==> src/core/cialu_cfg.svh <==
`ifndef CIALU_CFG_SVH
`define CIALU_CFG_SVH
// Register byte offsets
`define CIALU_OFS_ACC 8'h00
`define CIALU_OFS_OPND 8'h04
`define CIALU_OFS_FLAGS 8'h08
`define CIALU_OFS_CMD 8'h0c
`define CIALU_OFS_CYC 8'h10
// Field positions
`define CIALU_CMD_OP_MSB 4
`define CIALU_CMD_MEM_BIT 8
`define CIALU_OP_LAST 5'h1b
// Reset values
`define CIALU_ACC_RST 32'h00000000
`define CIALU_OPND_RST 32'h00000000
`define CIALU_FLAGS_RST 4'h0
// Operand width selectors
`define CIALU_W8 2'h0
`define CIALU_W16 2'h1
`define CIALU_W32 2'h2
// Cycle counts
`define CIALU_T_ADD1_B 8'h02
`define CIALU_T_ADD1_W 8'h03
`define CIALU_T_SUB1_BW 8'h03
`define CIALU_T_LONG 8'h07
`define CIALU_T_CMP_H 8'h01
`define CIALU_T_CMP_R 8'h02
`define CIALU_T_CMP_L 8'h06
`define CIALU_T_LOG_B 8'h03
`define CIALU_T_LOG_H 8'h02
`define CIALU_T_ZERO_H 8'h03
`define CIALU_T_ZERO_R 8'h04
`define CIALU_T_UDBH_OV 8'h07
`define CIALU_T_UDBH_N 8'h0f
`define CIALU_T_UDB_OV 8'h08
`define CIALU_T_UDB_N 8'h10
`define CIALU_T_UDW_OV 8'h07
`define CIALU_T_UDW_N 8'h16
`define CIALU_T_UMB 8'h07
`define CIALU_T_UMW 8'h0b
`define CIALU_T_SDB_PRE 8'h08
`define CIALU_T_SDB_N 8'h12
`define CIALU_T_SDW_PRE 8'h0a
`define CIALU_T_SDW_POST 8'h1d
`define CIALU_T_SDW_N 8'h1e
`define CIALU_T_SMB_POS 8'h0c
`define CIALU_T_SMB_NEG 8'h0d
`define CIALU_T_SMW_POS 8'h10
`define CIALU_T_SMW_NEG 8'h13
`endif

==> src/core/cialu_pkg.sv <==
package cialu_pkg;
  typedef enum logic [4:0] {
    op_add1_b = 5'h00, op_add1_w = 5'h01, op_add1_l = 5'h02,
    op_sub1_b = 5'h03, op_sub1_w = 5'h04, op_sub1_l = 5'h05,
    op_cmp_bh = 5'h06, op_cmp_b = 5'h07, op_cmp_wh = 5'h08,
    op_cmp_w = 5'h09, op_cmp_l = 5'h0a,
    op_udiv_bh = 5'h0b, op_udiv_b = 5'h0c, op_udiv_w = 5'h0d,
    op_umul_bh = 5'h0e, op_umul_wh = 5'h0f,
    op_sdiv_bh = 5'h10, op_sdiv_w = 5'h11, op_smul_b = 5'h12, op_smul_w = 5'h13,
    op_and_b = 5'h14, op_or_b = 5'h15, op_xor_b = 5'h16, op_not_b = 5'h17,
    op_and_wh = 5'h18, op_or_wh = 5'h19, op_xor_wh = 5'h1a, op_not_w = 5'h1b
  } cialu_op_t;
  typedef struct packed {
    logic n;
    logic z;
    logic v;
    logic c;
  } cialu_flags_t;
endpackage

==> src/core/cialu_top.sv <==
`timescale 1ns/1ps
`include "cialu_cfg.svh"
// How it works
// - Add-one/subtract-one set N, Z, V, keep C; memory forms hold the lock.
// - Long add/subtract-one 7 cycles; word/byte subtract-one 3; byte add-one 2.
// - Compare subtracts second from first (or low from high half), flags only.
// - Unsigned byte divide of upper half by low byte; quotient low, rest high.
// - Unsigned word divide of long accumulator by operand; remainder to operand.
// - Unsigned word divide by operand: 4 zero, 7 overflow, 22 otherwise.
// - Unsigned byte multiply of halves, flags kept; 3 cycles if multiplier zero, else 7.
// - Unsigned word multiply of halves to long; 3 if upper half zero, else 11.
// - Signed byte divide on accumulator: 3 by zero, 8 or 18 overflow, 18 normal.
// - Signed word divide, dividend not negative: 4, 10 or 29, 30 cycles.
// - Signed word divide, negative dividend: 4, 11 or 30, 31 cycles.
// - Signed divide overflow found before or after the arithmetic step.
// - Accumulator low half is left undefined after signed divide overflow.
// - Signed byte multiply: 3 for zero operand, 12 positive, 13 negative.
// - Signed word multiply: 3 for zero operand, 16 positive, 19 negative.
// - Byte logic sets N and Z, clears V, keeps C; memory forms locked.
// - Half-combining word logic writes accumulator in 2 cycles, clearing V.
// - Inversion takes ones' complement, sets N and Z, clears V.
module cialu_top (
  input wire logic ref_clk, // Core clock
  input wire logic rst, // Synchronous reset, active high
  input wire logic ce, // Clock enable, freezes state when low
  input wire logic wb_cyc_i, // Wishbone cycle
  input wire logic wb_stb_i, // Wishbone strobe
  input wire logic wb_we_i, // Wishbone write enable
  input wire logic [7:0] wb_adr_i, // Wishbone byte address
  input wire logic [3:0] wb_sel_i, // Wishbone byte selects
  input wire logic [31:0] wb_dat_i, // Wishbone write data
  output logic [31:0] wb_dat_o, // Wishbone read data
  output logic wb_ack_o, // Wishbone acknowledge
  output logic done, // Last cycle of an operation
  output logic busy, // Operation in progress
  output logic locked_update_access // Memory operand locked
);
  logic [31:0] acc;
  logic [31:0] opnd;
  cialu_pkg::cialu_flags_t flg;
  cialu_pkg::cialu_op_t op_q;
  logic mem_q;
  logic [7:0] cnt;
  logic [7:0] last_cnt;
  logic [7:0] run_len;
  logic [31:0] n_acc;
  logic [31:0] n_opnd;
  cialu_pkg::cialu_flags_t n_flg;
  logic [7:0] n_cnt;

  // Byte-lane merge for partial Wishbone writes
  function automatic logic [31:0] merge(input logic [31:0] old, input logic [31:0] nw,
                                        input logic [3:0] sel);
    logic [31:0] r;
    r = old;
    for (int i = 0; i < 4; i++) begin
      if (sel[i]) begin
        r[i*8 +: 8] = nw[i*8 +: 8];
      end
    end
    return r;
  endfunction

  // Shift an operand so its sign bit lands on bit 31
  function automatic logic [31:0] align(input logic [31:0] x, input logic [1:0] w);
    if (w == `CIALU_W8) begin
      return {x[7:0], 24'h000000};
    end else if (w == `CIALU_W16) begin
      return {x[15:0], 16'h0000};
    end
    return x;
  endfunction

  // Flags of x minus y at the given width; aligned, so one 33-bit subtract serves all
  function automatic cialu_pkg::cialu_flags_t sub_flags(input logic [31:0] x,
                                                        input logic [31:0] y,
                                                        input logic [1:0] w);
    logic [31:0] ax;
    logic [31:0] ay;
    logic [32:0] d;
    cialu_pkg::cialu_flags_t f;
    ax = align(x, w);
    ay = align(y, w);
    d = {1'b0, ax} - {1'b0, ay};
    f.n = d[31];
    f.z = (d[31:0] == 32'h00000000);
    f.v = (ax[31] ^ ay[31]) & (ax[31] ^ d[31]);
    f.c = d[32];
    return f;
  endfunction

  // Flags of a logic result: N and Z from value, V cleared, C passed through
  function automatic cialu_pkg::cialu_flags_t log_flags(input logic [31:0] x,
                                                        input logic [1:0] w, input logic c);
    cialu_pkg::cialu_flags_t f;
    f.n = 1'(align(x, w) >> 31);
    f.z = (align(x, w) == 32'h00000000);
    f.v = 1'b0;
    f.c = c;
    return f;
  endfunction

  // Operations that touch a memory operand by read-modify-write
  function automatic logic is_rmw(input cialu_pkg::cialu_op_t op);
    return (op <= cialu_pkg::op_sub1_l) ||
           (op >= cialu_pkg::op_and_b && op <= cialu_pkg::op_not_b);
  endfunction

  // Bus decode
  wire logic req = wb_cyc_i & wb_stb_i & ~wb_ack_o;
  wire logic wr = wb_cyc_i & wb_stb_i & wb_ack_o & wb_we_i; // Lands on the edge ack is sampled
  wire logic hit_acc = (wb_adr_i == `CIALU_OFS_ACC);
  wire logic hit_opnd = (wb_adr_i == `CIALU_OFS_OPND);
  wire logic hit_flg = (wb_adr_i == `CIALU_OFS_FLAGS);
  wire logic hit_cmd = (wb_adr_i == `CIALU_OFS_CMD);
  wire logic hit_cyc = (wb_adr_i == `CIALU_OFS_CYC);
  wire logic cmd_ok = (wb_dat_i[`CIALU_CMD_OP_MSB:0] <= `CIALU_OP_LAST);
  wire logic start = wr & hit_cmd & wb_sel_i[0] & cmd_ok & ~busy;
  wire cialu_pkg::cialu_op_t cmd_op = cialu_pkg::cialu_op_t'(wb_dat_i[`CIALU_CMD_OP_MSB:0]);
  wire logic cmd_mem = wb_dat_i[`CIALU_CMD_MEM_BIT] & wb_sel_i[1];
  // Operation seen by the datapath: the new command at start, the held one while busy
  wire cialu_pkg::cialu_op_t cur_op = busy ? op_q : cmd_op;
  wire logic [31:0] rd_data = hit_acc ? acc :
                              hit_opnd ? opnd :
                              hit_flg ? {28'h0000000, flg} :
                              hit_cmd ? {19'h00000, op_q, 6'h00, locked_update_access, busy} :
                              hit_cyc ? {24'h000000, last_cnt} : 32'h00000000;

  // Divider inputs; signed forms divide magnitudes and fix signs afterwards
  wire logic sgn_dv = (cur_op == cialu_pkg::op_sdiv_bh) | (cur_op == cialu_pkg::op_sdiv_w);
  wire logic byte_dv = (cur_op == cialu_pkg::op_udiv_bh) | (cur_op == cialu_pkg::op_udiv_b) |
                       (cur_op == cialu_pkg::op_sdiv_bh);
  wire logic [31:0] dvd_raw = (cur_op == cialu_pkg::op_udiv_bh) ? {16'h0000, acc[31:16]} :
                              (cur_op == cialu_pkg::op_udiv_b) ? {16'h0000, acc[15:0]} :
                              (cur_op == cialu_pkg::op_sdiv_bh) ? {{16{acc[31]}}, acc[31:16]} :
                              acc;
  wire logic [15:0] dvs_raw = (cur_op == cialu_pkg::op_udiv_bh) ? {8'h00, acc[7:0]} :
                              (cur_op == cialu_pkg::op_udiv_b) ? {8'h00, opnd[7:0]} :
                              (cur_op == cialu_pkg::op_sdiv_bh) ? {{8{acc[7]}}, acc[7:0]} :
                              opnd[15:0];
  wire logic dvd_neg = sgn_dv & dvd_raw[31];
  wire logic dvs_neg = sgn_dv & dvs_raw[15];
  wire logic [31:0] num = dvd_neg ? -dvd_raw : dvd_raw;
  wire logic [15:0] den = dvs_neg ? -dvs_raw : dvs_raw;
  wire logic den_z = (den == 16'h0000);
  wire logic [31:0] quo = den_z ? 32'h00000000 : num / {16'h0000, den};
  wire logic [31:0] rem32 = den_z ? 32'h00000000 : num % {16'h0000, den};
  wire logic q_neg = dvd_neg ^ dvs_neg;
  // Early overflow: magnitude too wide at all; late: fits unsigned, not signed
  wire logic ov_pre = byte_dv ? (quo[31:8] != 24'h000000) : (quo[31:16] != 16'h0000);
  wire logic ov_post = byte_dv ? (q_neg ? (quo[7:0] > 8'h80) : quo[7]) :
                                 (q_neg ? (quo[15:0] > 16'h8000) : quo[15]);
  wire logic ov_u = den_z | ov_pre;
  wire logic ov_s = den_z | ov_pre | ov_post;
  wire logic [31:0] q_s = q_neg ? -quo : quo;
  wire logic [15:0] r_s = dvd_neg ? -rem32[15:0] : rem32[15:0];

  // Multipliers: unsigned on accumulator halves, signed against the operand
  wire logic [15:0] mua = (cur_op == cialu_pkg::op_umul_bh) ? {8'h00, acc[23:16]} : acc[31:16];
  wire logic [15:0] mub = (cur_op == cialu_pkg::op_umul_bh) ? {8'h00, acc[7:0]} : acc[15:0];
  wire logic [31:0] mu_p = mua * mub;
  wire logic [15:0] msa = (cur_op == cialu_pkg::op_smul_b) ? {{8{acc[7]}}, acc[7:0]} : acc[15:0];
  wire logic [15:0] msb = (cur_op == cialu_pkg::op_smul_b) ? {{8{opnd[7]}}, opnd[7:0]} :
                          opnd[15:0];
  wire logic signed [31:0] ms_p = $signed(msa) * $signed(msb);

  // Result and cycle count of the current operation
  always_comb begin
    n_acc = acc;
    n_opnd = opnd;
    n_flg = flg;
    n_cnt = `CIALU_T_CMP_H;
    case (cur_op)
      cialu_pkg::op_add1_b, cialu_pkg::op_sub1_b: begin
        n_opnd[7:0] = (cur_op == cialu_pkg::op_add1_b) ? opnd[7:0] + 8'h01 : opnd[7:0] - 8'h01;
        n_flg = sub_flags(opnd, (cur_op == cialu_pkg::op_add1_b) ? 32'hffffffff : 32'h1,
                          `CIALU_W8);
        n_flg.c = flg.c;
        n_cnt = (cur_op == cialu_pkg::op_add1_b) ? `CIALU_T_ADD1_B : `CIALU_T_SUB1_BW;
      end
      cialu_pkg::op_add1_w, cialu_pkg::op_sub1_w: begin
        n_opnd[15:0] = (cur_op == cialu_pkg::op_add1_w) ? opnd[15:0] + 16'h0001 :
                       opnd[15:0] - 16'h0001;
        n_flg = sub_flags(opnd, (cur_op == cialu_pkg::op_add1_w) ? 32'hffffffff : 32'h1,
                          `CIALU_W16);
        n_flg.c = flg.c;
        n_cnt = (cur_op == cialu_pkg::op_add1_w) ? `CIALU_T_ADD1_W : `CIALU_T_SUB1_BW;
      end
      cialu_pkg::op_add1_l, cialu_pkg::op_sub1_l: begin
        n_opnd = (cur_op == cialu_pkg::op_add1_l) ? opnd + 32'h1 : opnd - 32'h1;
        n_flg = sub_flags(opnd, (cur_op == cialu_pkg::op_add1_l) ? 32'hffffffff : 32'h1,
                          `CIALU_W32);
        n_flg.c = flg.c;
        n_cnt = `CIALU_T_LONG;
      end
      // Compares leave acc and opnd alone
      cialu_pkg::op_cmp_bh: begin
        n_flg = sub_flags({16'h0000, acc[31:16]}, acc, `CIALU_W8);
      end
      cialu_pkg::op_cmp_wh: begin
        n_flg = sub_flags({16'h0000, acc[31:16]}, acc, `CIALU_W16);
      end
      cialu_pkg::op_cmp_b, cialu_pkg::op_cmp_w: begin
        n_flg = sub_flags(acc, opnd, (cur_op == cialu_pkg::op_cmp_b) ? `CIALU_W8 : `CIALU_W16);
        n_cnt = `CIALU_T_CMP_R;
      end
      cialu_pkg::op_cmp_l: begin
        n_flg = sub_flags(acc, opnd, `CIALU_W32);
        n_cnt = `CIALU_T_CMP_L;
      end
      cialu_pkg::op_udiv_bh, cialu_pkg::op_udiv_b, cialu_pkg::op_udiv_w: begin
        n_flg.v = ov_u;
        n_flg.c = den_z;
        if (!ov_u) begin
          n_acc[7:0] = quo[7:0];
          if (cur_op == cialu_pkg::op_udiv_bh) begin
            n_acc[23:16] = rem32[7:0];
          end else if (cur_op == cialu_pkg::op_udiv_b) begin
            n_opnd[7:0] = rem32[7:0];
          end else begin
            n_acc[15:8] = quo[15:8];
            n_opnd[15:0] = rem32[15:0];
          end
        end
        if (cur_op == cialu_pkg::op_udiv_bh) begin
          n_cnt = ov_u ? `CIALU_T_UDBH_OV : (quo == 32'h0) ? `CIALU_T_ZERO_H :
                  `CIALU_T_UDBH_N;
        end else if (cur_op == cialu_pkg::op_udiv_b) begin
          n_cnt = ov_u ? `CIALU_T_UDB_OV : (quo == 32'h0) ? `CIALU_T_ZERO_R :
                  `CIALU_T_UDB_N;
        end else begin
          n_cnt = ov_u ? `CIALU_T_UDW_OV : (quo == 32'h0) ? `CIALU_T_ZERO_R :
                  `CIALU_T_UDW_N;
        end
      end
      cialu_pkg::op_sdiv_bh: begin
        n_flg.v = ov_s;
        n_flg.c = den_z;
        // On overflow the low half keeps stale data, which callers must treat as undefined
        if (!ov_s) begin
          n_acc[7:0] = q_s[7:0];
          n_acc[23:16] = r_s[7:0];
        end
        n_cnt = den_z ? `CIALU_T_ZERO_H : ov_pre ? `CIALU_T_SDB_PRE : `CIALU_T_SDB_N;
      end
      cialu_pkg::op_sdiv_w: begin
        n_flg.v = ov_s;
        n_flg.c = den_z;
        if (!ov_s) begin
          n_acc[15:0] = q_s[15:0];
          n_opnd[15:0] = r_s;
        end
        // A negative dividend costs one extra cycle on every non-zero path
        n_cnt = den_z ? `CIALU_T_ZERO_R :
                ov_pre ? `CIALU_T_SDW_PRE + {7'h00, dvd_neg} :
                ov_post ? `CIALU_T_SDW_POST + {7'h00, dvd_neg} :
                `CIALU_T_SDW_N + {7'h00, dvd_neg};
      end
      cialu_pkg::op_umul_bh: begin
        n_acc[15:0] = mu_p[15:0];
        n_cnt = (acc[23:16] == 8'h00) ? `CIALU_T_ZERO_H : `CIALU_T_UMB;
      end
      cialu_pkg::op_umul_wh: begin
        n_acc = mu_p;
        n_cnt = (acc[31:16] == 16'h0000) ? `CIALU_T_ZERO_H : `CIALU_T_UMW;
      end
      cialu_pkg::op_smul_b: begin
        n_acc[15:0] = ms_p[15:0];
        n_cnt = (opnd[7:0] == 8'h00) ? `CIALU_T_ZERO_H :
                ms_p[31] ? `CIALU_T_SMB_NEG : `CIALU_T_SMB_POS;
      end
      cialu_pkg::op_smul_w: begin
        n_acc = ms_p;
        n_cnt = (opnd[15:0] == 16'h0000) ? `CIALU_T_ZERO_H :
                ms_p[31] ? `CIALU_T_SMW_NEG : `CIALU_T_SMW_POS;
      end
      cialu_pkg::op_and_b, cialu_pkg::op_or_b, cialu_pkg::op_xor_b: begin
        n_acc[7:0] = (cur_op == cialu_pkg::op_and_b) ? acc[7:0] & opnd[7:0] :
                     (cur_op == cialu_pkg::op_or_b) ? acc[7:0] | opnd[7:0] :
                     acc[7:0] ^ opnd[7:0];
        n_flg = log_flags(n_acc, `CIALU_W8, flg.c);
        n_cnt = `CIALU_T_LOG_B;
      end
      cialu_pkg::op_not_b: begin
        n_opnd[7:0] = ~opnd[7:0];
        n_flg = log_flags(n_opnd, `CIALU_W8, flg.c);
        n_cnt = `CIALU_T_LOG_B;
      end
      cialu_pkg::op_and_wh, cialu_pkg::op_or_wh, cialu_pkg::op_xor_wh: begin
        n_acc[15:0] = (cur_op == cialu_pkg::op_and_wh) ? acc[31:16] & acc[15:0] :
                      (cur_op == cialu_pkg::op_or_wh) ? acc[31:16] | acc[15:0] :
                      acc[31:16] ^ acc[15:0];
        n_flg = log_flags(n_acc, `CIALU_W16, flg.c);
        n_cnt = `CIALU_T_LOG_H;
      end
      cialu_pkg::op_not_w: begin
        n_acc[15:0] = ~acc[15:0];
        n_flg = log_flags(n_acc, `CIALU_W16, flg.c);
        n_cnt = `CIALU_T_LOG_H;
      end
      default: begin
        n_cnt = `CIALU_T_CMP_H;
      end
    endcase
  end

  // Sequencer: count down the data-dependent cycle count, done in the last busy cycle
  always_ff @(posedge ref_clk) begin
    if (rst) begin
      busy <= 1'b0;
      done <= 1'b0;
      cnt <= 8'h00;
      last_cnt <= 8'h00;
      op_q <= cialu_pkg::op_add1_b;
      mem_q <= 1'b0;
    end else if (ce) begin
      if (start) begin
        busy <= 1'b1;
        cnt <= n_cnt;
        last_cnt <= n_cnt;
        done <= (n_cnt == 8'h01);
        op_q <= cmd_op;
        mem_q <= cmd_mem;
      end else if (busy) begin
        cnt <= cnt - 8'h01;
        done <= (cnt == 8'h02);
        busy <= ~done;
      end
    end
  end

  // Lock is held for the whole of a memory-operand update so no other master slips in
  always_ff @(posedge ref_clk) begin
    if (rst) begin
      locked_update_access <= 1'b0;
    end else if (ce) begin
      if (start) begin
        locked_update_access <= cmd_mem & is_rmw(cmd_op);
      end else if (busy && done) begin
        locked_update_access <= 1'b0;
      end
    end
  end

  // Architectural state; software writes are ignored while an operation runs
  always_ff @(posedge ref_clk) begin
    if (rst) begin
      acc <= `CIALU_ACC_RST;
      opnd <= `CIALU_OPND_RST;
      flg <= `CIALU_FLAGS_RST;
    end else if (ce) begin
      if (busy && done) begin
        acc <= n_acc;
        opnd <= n_opnd;
        flg <= n_flg;
      end else if (wr && !busy) begin
        if (hit_acc) begin
          acc <= merge(acc, wb_dat_i, wb_sel_i);
        end
        if (hit_opnd) begin
          opnd <= merge(opnd, wb_dat_i, wb_sel_i);
        end
        if (hit_flg && wb_sel_i[0]) begin
          flg <= wb_dat_i[3:0];
        end
      end
    end
  end

  // Wishbone answer: one wait state, unmapped offsets read zero and are still acked
  always_ff @(posedge ref_clk) begin
    if (rst) begin
      wb_ack_o <= 1'b0;
      wb_dat_o <= 32'h00000000;
    end else if (ce) begin
      wb_ack_o <= req;
      wb_dat_o <= req ? rd_data : 32'h00000000;
    end
  end

  // Busy length counter, read only by the checks below
  always_ff @(posedge ref_clk) begin
    if (rst) begin
      run_len <= 8'h00;
    end else if (ce) begin
      run_len <= start ? 8'h01 : (busy ? run_len + 8'h01 : 8'h00);
    end
  end
endmodule

==> config.mk <==
export PLATFORM = sky130hd
export DESIGN_NAME = cialu_top
export DESIGN_NICKNAME = d
export VERILOG_FILES = /design/src/core/cialu_pkg.sv /design/src/core/cialu_top.sv
export VERILOG_INCLUDE_DIRS = /design/src /design/src/core
export SDC_FILE = /design/constraint.sdc
export NUM_CORES = 2
export LEC_CHECK = 0
export BUFFER_PORTS_ARGS = -buffer_cell sky130_fd_sc_hd__buf_2
export CAP_MARGIN = 20
export CORE_AREA = 2 2 477 384
export DETAILED_ROUTE_END_ITERATION = 8
export DIE_AREA = 0 0 479 386
export GPL_TIMING_DRIVEN = 0
export PLACE_DENSITY = 0.58
export SYNTH_ARGS = -nofsm -noshare
export SYNTH_HDL_FRONTEND = slang
export SYNTH_SLANG_ARGS = --single-unit
==> constraint.sdc <==
create_clock -name ref_clk -period 145 [get_ports ref_clk]
set_clock_uncertainty 0.2 [all_clocks]
set_input_delay 36.25 -clock ref_clk [delete_from_list [all_inputs] [get_ports ref_clk]]
set_output_delay 36.25 -clock ref_clk [all_outputs]
set_load 0.01 [all_outputs]
== Yosys cells after proc, flatten, opt, wreduce, memory -nomap -nowiden ==
Index checks and enable logic that the tools add are counted.

* Add/sub/neg operators: 21
* $mul: 2
* Divide/modulo/power cells: 2
* Magnitude comparators: 6
* Equal/unequal tests: 54
* Shift-type cells: 0
* Multiplexer cells: 143
* Bitwise gates (word level): 50
* Reduce and logical (&&, ||, !) cells: 65

{| class="wikitable"
|+ Operator list
! cell !! count
|-
| $mux 32 || 49
|-
| $logic_not 32->1 || 12
|-
| $mux 16 || 19
|-
| $mux 8 || 17
|-
| $sub 32x32->33 || 4
|-
| $pmux 8 s12 || 1
|-
| $pmux 8 s6 || 2
|-
| $sub 32x32->32 || 3
|-
| $mul 16x16->32 || 2
|-
| $pmux 8 s4 || 2
|-
| $pmux 8 s8 || 1
|-
| $eq 5x5->1 const B || 12
|-
| $logic_not 16->1 || 3
|-
| $neg 16->16 || 3
|-
| $mux 5 || 9
|-
| $eq 5x4->1 const B || 8
|-
| $add 32x1->32 const B || 1
|-
| $div 32x16->32 || 1
|-
| $mod 32x16->32 || 1
|-
| $neg 32->32 || 1
|-
| $reduce_and 8->1 || 4
|-
| $sub 32x1->32 const B || 1
|-
| $mux 31 || 1
|-
| $mux 4 || 7
|-
| other kinds (68) || 179
|}

* Register bits: 125
* Latch bits: 0
* Memory bits (writable): 0
* Memory bits (read-only): 0
* Bits of input ports: 50
* Output and inout port bits: 36
* Logic and storage cells: 363
* Memories kept: 0

== Longest topological paths before layout ==
* Word-level depth: 18
* Depth in mapped cells: 555
* Mapped depth without buffers: 508

== Worst setup path before layout ==
Ideal clock, no wire load.

* Path kind: input to register
* Start point: input port wb_dat_i[2]
* End point: register acc[20]
* Setup time: 86 ps
* Data arrival time: 142273 ps
* Data required time: 144714 ps
* Path slack: 2442 ps
* Stages: 527
* Path through: clkbuf_1 > nor3b_1 > o22a_1 > clkbuf_1 > nor2_1 > clkbuf_1 > clkbuf_1 > buf_1 > buf_1 > nor2_1 > a21oi_1 > ha_1 > clkbuf_1 > inv_1 > nor3_1 > a211oi_1 > xnor2_1 > mux2i_1 > [... 491 more ...] > o21a_1 > o31a_1 > o21a_1 > nor3_1 > nand4_1 > nor4_1 > nand3_1 > nor4b_4 > buf_6 > buf_6 > buf_6 > mux2i_1 > nand2_1 > ha_1 > o211ai_1 > mux2_1 > o31a_1 > a211oi_1

* Longest elaborated chain between the ends: 15
* Elaborated cells on any way between the ends: 60

{| class="wikitable"
|+ Ends and longest elaborated chain
! item !! RTL line !! RTL
|-
| start, declared || cialu_top.sv:31 || <nowiki>input wire logic [31:0] wb_dat_i,</nowiki>
|-
| $mux 5 (*) || cialu_top.sv:122 || <nowiki>wire cialu_pkg::cialu_op_t cur_op = busy ? op_q : cmd_op;</nowiki>
|-
| $eq 5x5->1 || n/a ||
|-
| $mux 31 or $mux 16 (tied branches) || cialu_top.sv:135, cialu_top.sv:139 ||
|-
| $mux 32 or $mux 16 (tied branches) || cialu_top.sv:134, cialu_top.sv:138 ||
|-
| $mux 32 or $mux 16 (tied branches) || cialu_top.sv:133, cialu_top.sv:137 ||
|-
| $neg 32->32, or another cell as far along || cialu_top.sv:143 || <nowiki>wire logic [31:0] num = dvd_neg ? -dvd_raw : dvd_raw;</nowiki>
|-
| $mux 32 or $mux 16 (tied branches) || cialu_top.sv:143, cialu_top.sv:144 ||
|-
| $div 32x16->32 or $logic_not 16->1 (tied branches) || cialu_top.sv:146, cialu_top.sv:145 ||
|-
| $mux 32 || cialu_top.sv:146 || <nowiki>wire logic [31:0] quo = den_z ? 32'h00000000 : num / {16'h0000, den};</nowiki>
|-
| $gt 16x16->1, or another cell as far along || cialu_top.sv:152 || <nowiki>(q_neg ? (quo[15:0] > 16'h8000) : quo[15]);</nowiki>
|-
| $mux 1 (on tied branches) || cialu_top.sv:152, cialu_top.sv:150, cialu_top.sv:151 ||
|-
| $mux 1 or $or 1x1->1 (tied branches) || cialu_top.sv:151, cialu_top.sv:153, cialu_top.sv:154 ||
|-
| $or 1x1->1 || cialu_top.sv:154 || <nowiki>wire logic ov_s = den_z | ov_pre | ov_post;</nowiki>
|-
| $ne 3x3->1 (no source line) || n/a ||
|-
| $reduce_and 8->1 (no source line) || n/a ||
|-
| end signal, assigned || cialu_top.sv:348 || <nowiki>acc <= `CIALU_ACC_RST;</nowiki>
|-
| end signal, assigned || cialu_top.sv:353 || <nowiki>acc <= n_acc;</nowiki>
|-
| end signal, assigned || cialu_top.sv:358 || <nowiki>acc <= merge(acc, wb_dat_i, wb_sel_i);</nowiki>
|-
| end, declared || cialu_top.sv:38 || <nowiki>logic [31:0] acc;</nowiki>
|}

Mark *: on every way between the ends. The rest lies on a longest branch, timed or not. The select of a mux whose other input is x is not followed.
A chain may end at the register's enable or synchronous reset.

== Worst setup path after layout ==
* Start point: input port wb_dat_i[1]
* End point: register acc[12]

* Longest elaborated chain between the ends: 15
* Elaborated cells on any way between the ends: 69

{| class="wikitable"
|+ Ends and longest elaborated chain
! item !! RTL line
|-
| $mux 5 (*) || cialu_top.sv:122
|-
| $eq 5x5->1 || n/a
|-
| $mux 31 or $mux 16 (tied branches) || cialu_top.sv:135, cialu_top.sv:139
|-
| $mux 32 or $mux 16 (tied branches) || cialu_top.sv:134, cialu_top.sv:138
|-
| $mux 32 or $mux 16 (tied branches) || cialu_top.sv:133, cialu_top.sv:137
|-
| $neg 32->32, or another cell as far along || cialu_top.sv:143
|-
| $mux 32 or $mux 16 (tied branches) || cialu_top.sv:143, cialu_top.sv:144
|-
| $div 32x16->32 or $logic_not 16->1 (tied branches) || cialu_top.sv:146, cialu_top.sv:145
|-
| $mux 32 || cialu_top.sv:146
|-
| $gt 16x16->1, or another cell as far along || cialu_top.sv:152
|-
| $mux 1 (on tied branches) || cialu_top.sv:152, cialu_top.sv:150, cialu_top.sv:151
|-
| $mux 1 or $or 1x1->1 (tied branches) || cialu_top.sv:151, cialu_top.sv:153, cialu_top.sv:154
|-
| $or 1x1->1 || cialu_top.sv:154
|-
| $ne 3x3->1 (no source line) || n/a
|-
| $reduce_and 9->1 (no source line) || n/a
|}

Marks and branches as above.

==> results.txt <==
----------------------------------------------------
[Clocking]
  Clock tree root buffer cell ... sky130_fd_sc_hd__clkbuf_16
  Latest clock arrival within the worst-skew pair ... 490 ps
  TritonCTS clock tree ... built
  CTS clock-pin slew for the worst setup and hold paths ... 80 ps
  Clk sinks ... 122
  Number of levels in the clock H-tree ... 4
  Num CTS Buffers ... 17
  Bufs on Longest Clock Path ... 2
  Cts-stage hold buffer count ... 0

[Synthesis]
  Cells after synthesis ... 7,775
  Cell accounting for the most synthesized area ... sky130_fd_sc_hd__ha_1
  Synth top area cells ... sky130_fd_sc_hd__ha_1 (16%), sky130_fd_sc_hd__fa_1 (16%), sky130_fd_sc_hd__nor2_1 (5.4%)
  Most common flop cell mapped by yosys ... sky130_fd_sc_hd__dfxtp_1
  Number of enable-type register cells in the synthesized netlist ... 0
  Post-synthesis instance area ... 57,300 um^2
  Count of state elements after synthesis ... 122
  Syn_nets ... 9,038
  Area share of the largest cell type after synthesis ... 0.164
  Number of warning messages in the yosys log ... 0
  Average size of a mapped cell ... 7.37 um^2
  Post-synth ARST share ... 0
  Seq/Total Area, Yosys ... 0.0426
  Count of different cell masters after synthesis ... ~130

[STA]
  Headroom to the max-slew limit ... 0.101
  Post-Route Hold Slack ... 290 ps
  Final hold violations ... 0
  Transition time at the pin with the least slew margin ... 1350 ps
  Final critical path time including I/O delays and setup ... between 100,000 and 150,000 ps
  Final setup fails ... 0
  Achievable clock frequency ... 7.12 MHz
  Max-slew violations ... 0
  Period utilisation layout ... 0.968

[Worst setup path]
  Reg2reg path depth ... around 520
  Data required time of the critical path ... 145,100 ps
  CP Launch Type ... input port
  Reg-to-Reg End ... acc[12]
  Critical path's most frequent cell ... sky130_fd_sc_hd__o21a_1
  Endpoint class of the critical path ... register
  Crit Reg-Reg Startpoint ... acc[1]
  Register-to-Register Setup Slack ... 39,560 ps
  Signal arrival time at the worst endpoint ... 140,480 ps
  Maximum fanout along the worst path ... 19
  Startpoint of the worst setup timing path ... wb_dat_i[1]
  Critical Path Sink ... acc[12]
  Slowest stage cell, crit path ... sky130_fd_sc_hd__a211oi_1
  Category of the most critical setup path ... input port to register
  Peak per-stage delay on the critical path ... 760 ps

[Floorplanning]
  Number of cell rows ... 140
  Core Box Area ... between 150,000 and 200,000 um^2
  Height of the chip ... 386 um
  Die area ... approximately 180,000 um^2
  Die Wd ... 479 um
  Io pins ... 86
  Effective utilization at floorplan ... 0.317

[Global route]
  Remaining global-route overflow ... 0
  Maximum number of pins on one net before global-route repair ... 26
  Initial antenna violation count ... 16
  Aggregate global-route resource usage ... 0.296
  Via count of the first global-routing pass ... 58,700
  First-pass GRT wire length ... 406,000 um

[Detailed routing]
  Average detailed-routed wire length per instance ... 27.2 um
  Number of DRC violations after detailed-routing iteration 0 ... 7,677
  Detailed Route WL ... 285,000 um
  Antenna-violating nets left ... 0
  Routed via count ... around 63,000
  Total DRC errors in the routed layout ... 0
  TritonRoute pass-1 iters ... 7
  Routed vias/inst ... 6.00

[Place]
  Global placement routability congestion ... between 1 and 1.5
  Quantity of I/O buffers inserted on ports ... 80
  Dpl hpwl ... 234,000 um

[Cells and area]
  Net total in the final layout ... a little over 9,000
  Growth of design area from synthesis to finish ... 13.2%
  Share of layout cells above drive strength 1 ... 0.0988
  Most common cell after layout, fill and taps aside ... sky130_fd_sc_hd__nor2_1
  Leading cell types in the layout, fill and taps excluded ... sky130_fd_sc_hd__nor2_1 (805), sky130_fd_sc_hd__nand2_1 (775), sky130_fd_sc_hd__ha_1 (746)
  Layout fillers ... 19,000

[Run status]
  Outcome ... complete, no violations

[Hold path]
  Worst hold path type ... register to register
  Hold Path Origin ... wb_dat_o[19]

[Run]
  Max-capacitance violation count ... 0

----------------------------------------------------
-- critical path: cells and delay by family --
| kind | cells | cell delay, ps |
|---|---|---|
| buf+inv | 49 | 8600 |
| compound gates | 306 | 60140 |
| fa+ha+maj | 32 | 9790 |
| simple gates | 132 | 23840 |
| mux | 5 | 1440 |
-- worst min path at each step --
| stage | to | slack, ps | cells past startpoint |
|---|---|---|---|
| after floorplan | last_cnt[2] | 240 | 2 |
| after global routing | wb_dat_o[7] | 320 | 2 |
| final | wb_dat_o[19] | 290 | 2 |
| after detailed placement | wb_dat_o[26] | 280 | 2 |
| after global placement | wb_dat_o[23] | 270 | 2 |
| after CTS | wb_dat_o[26] | 290 | 2 |
-- routing by layer --
| layer | wire [um] | track usage | up-vias | share of wire |
|---|---|---|---|---|
| li1 | - | - | 28200 | - |
| met1 | 133000 | 0.440 | 31000 | 0.47 |
| met2 | 111000 | 0.413 | 3263 | 0.39 |
| met3 | 29500 | 0.0670 | 463 | 0.10 |
| met4 | 10800 | 0.0966 | 4 | 0.038 |
| met5 | 17 | 0 | - | 0.000060 |
-- what timing repair did --
item                       CTS  global route
resized for setup          231           231
gates cloned                 0             2
pin swaps                   26            80
setup endpoints to repair   52            52
buffers inserted            41            79
hold endpoints to repair     0             0
-- synthesized netlist by cell type (182+ instances only) --
cell,count
sky130_fd_sc_hd__nand3_1,182
sky130_fd_sc_hd__nand2_1,794
sky130_fd_sc_hd__nor3_1,346
sky130_fd_sc_hd__nor2_1,830
sky130_fd_sc_hd__clkbuf_1,276
sky130_fd_sc_hd__xnor2_1,245
sky130_fd_sc_hd__o21ai_0,279
sky130_fd_sc_hd__inv_1,689
sky130_fd_sc_hd__o21a_1,265
sky130_fd_sc_hd__ha_1,751
sky130_fd_sc_hd__fa_1,462
sky130_fd_sc_hd__a21oi_1,484
-- stage by stage --
step,instances,area [um^2],TNS [ps],setup slack [ps],utilization
6_report,10500,64900,0,4620,0.359
5_1_grt,10500,64900,-11180,-553,0.359
4_1_cts,10400,63400,0,18.7,0.351
3_5_place_dp,10300,61700,-1086790,-21810,0.341
3_3_place_gp,10300,60700,-1347790,-26840,0.336
2_1_floorplan,7775,57300,0,2440,-
-- sequential cells by signal, indices dropped and copies added, names as in the netlist --
signal,count
op_q,5
flg,4
last_cnt,5
done,1
opnd,32
locked_update_access,1
acc,32
wb_dat_o,32
cnt,8
wb_ack_o,1
busy,1
-- cells by family after synthesis --
logic type,count (synthesis),synth area share
muxes,179,0.0335
AOI/OAI and AO/OA,2068,0.245
and+or+nand+nor,2767,0.226
DFF,122,0.0426
adders and majority gates,1214,0.325
buffers and inverters,1054,0.0705
xor gates and xnor gates,371,0.0567
-- area by class of cell --
cell class                 instances  area [um^2]  area share
clock inverter                    14          161     0.00249
multi-input combinational       6599        52200       0.805
tap                             2414         3020      0.0465
inverter                         706         2660      0.0409
antenna                           13         32.5    0.000501
buffer                           337         1670      0.0257
clock buffer                      18          429     0.00661
sequential                       122         2440      0.0376
timing repair buffer             263         2270      0.0350
Power is not shown: default switching activity piles up to over one toggle a cycle in this logic, so the estimate is an artifact.
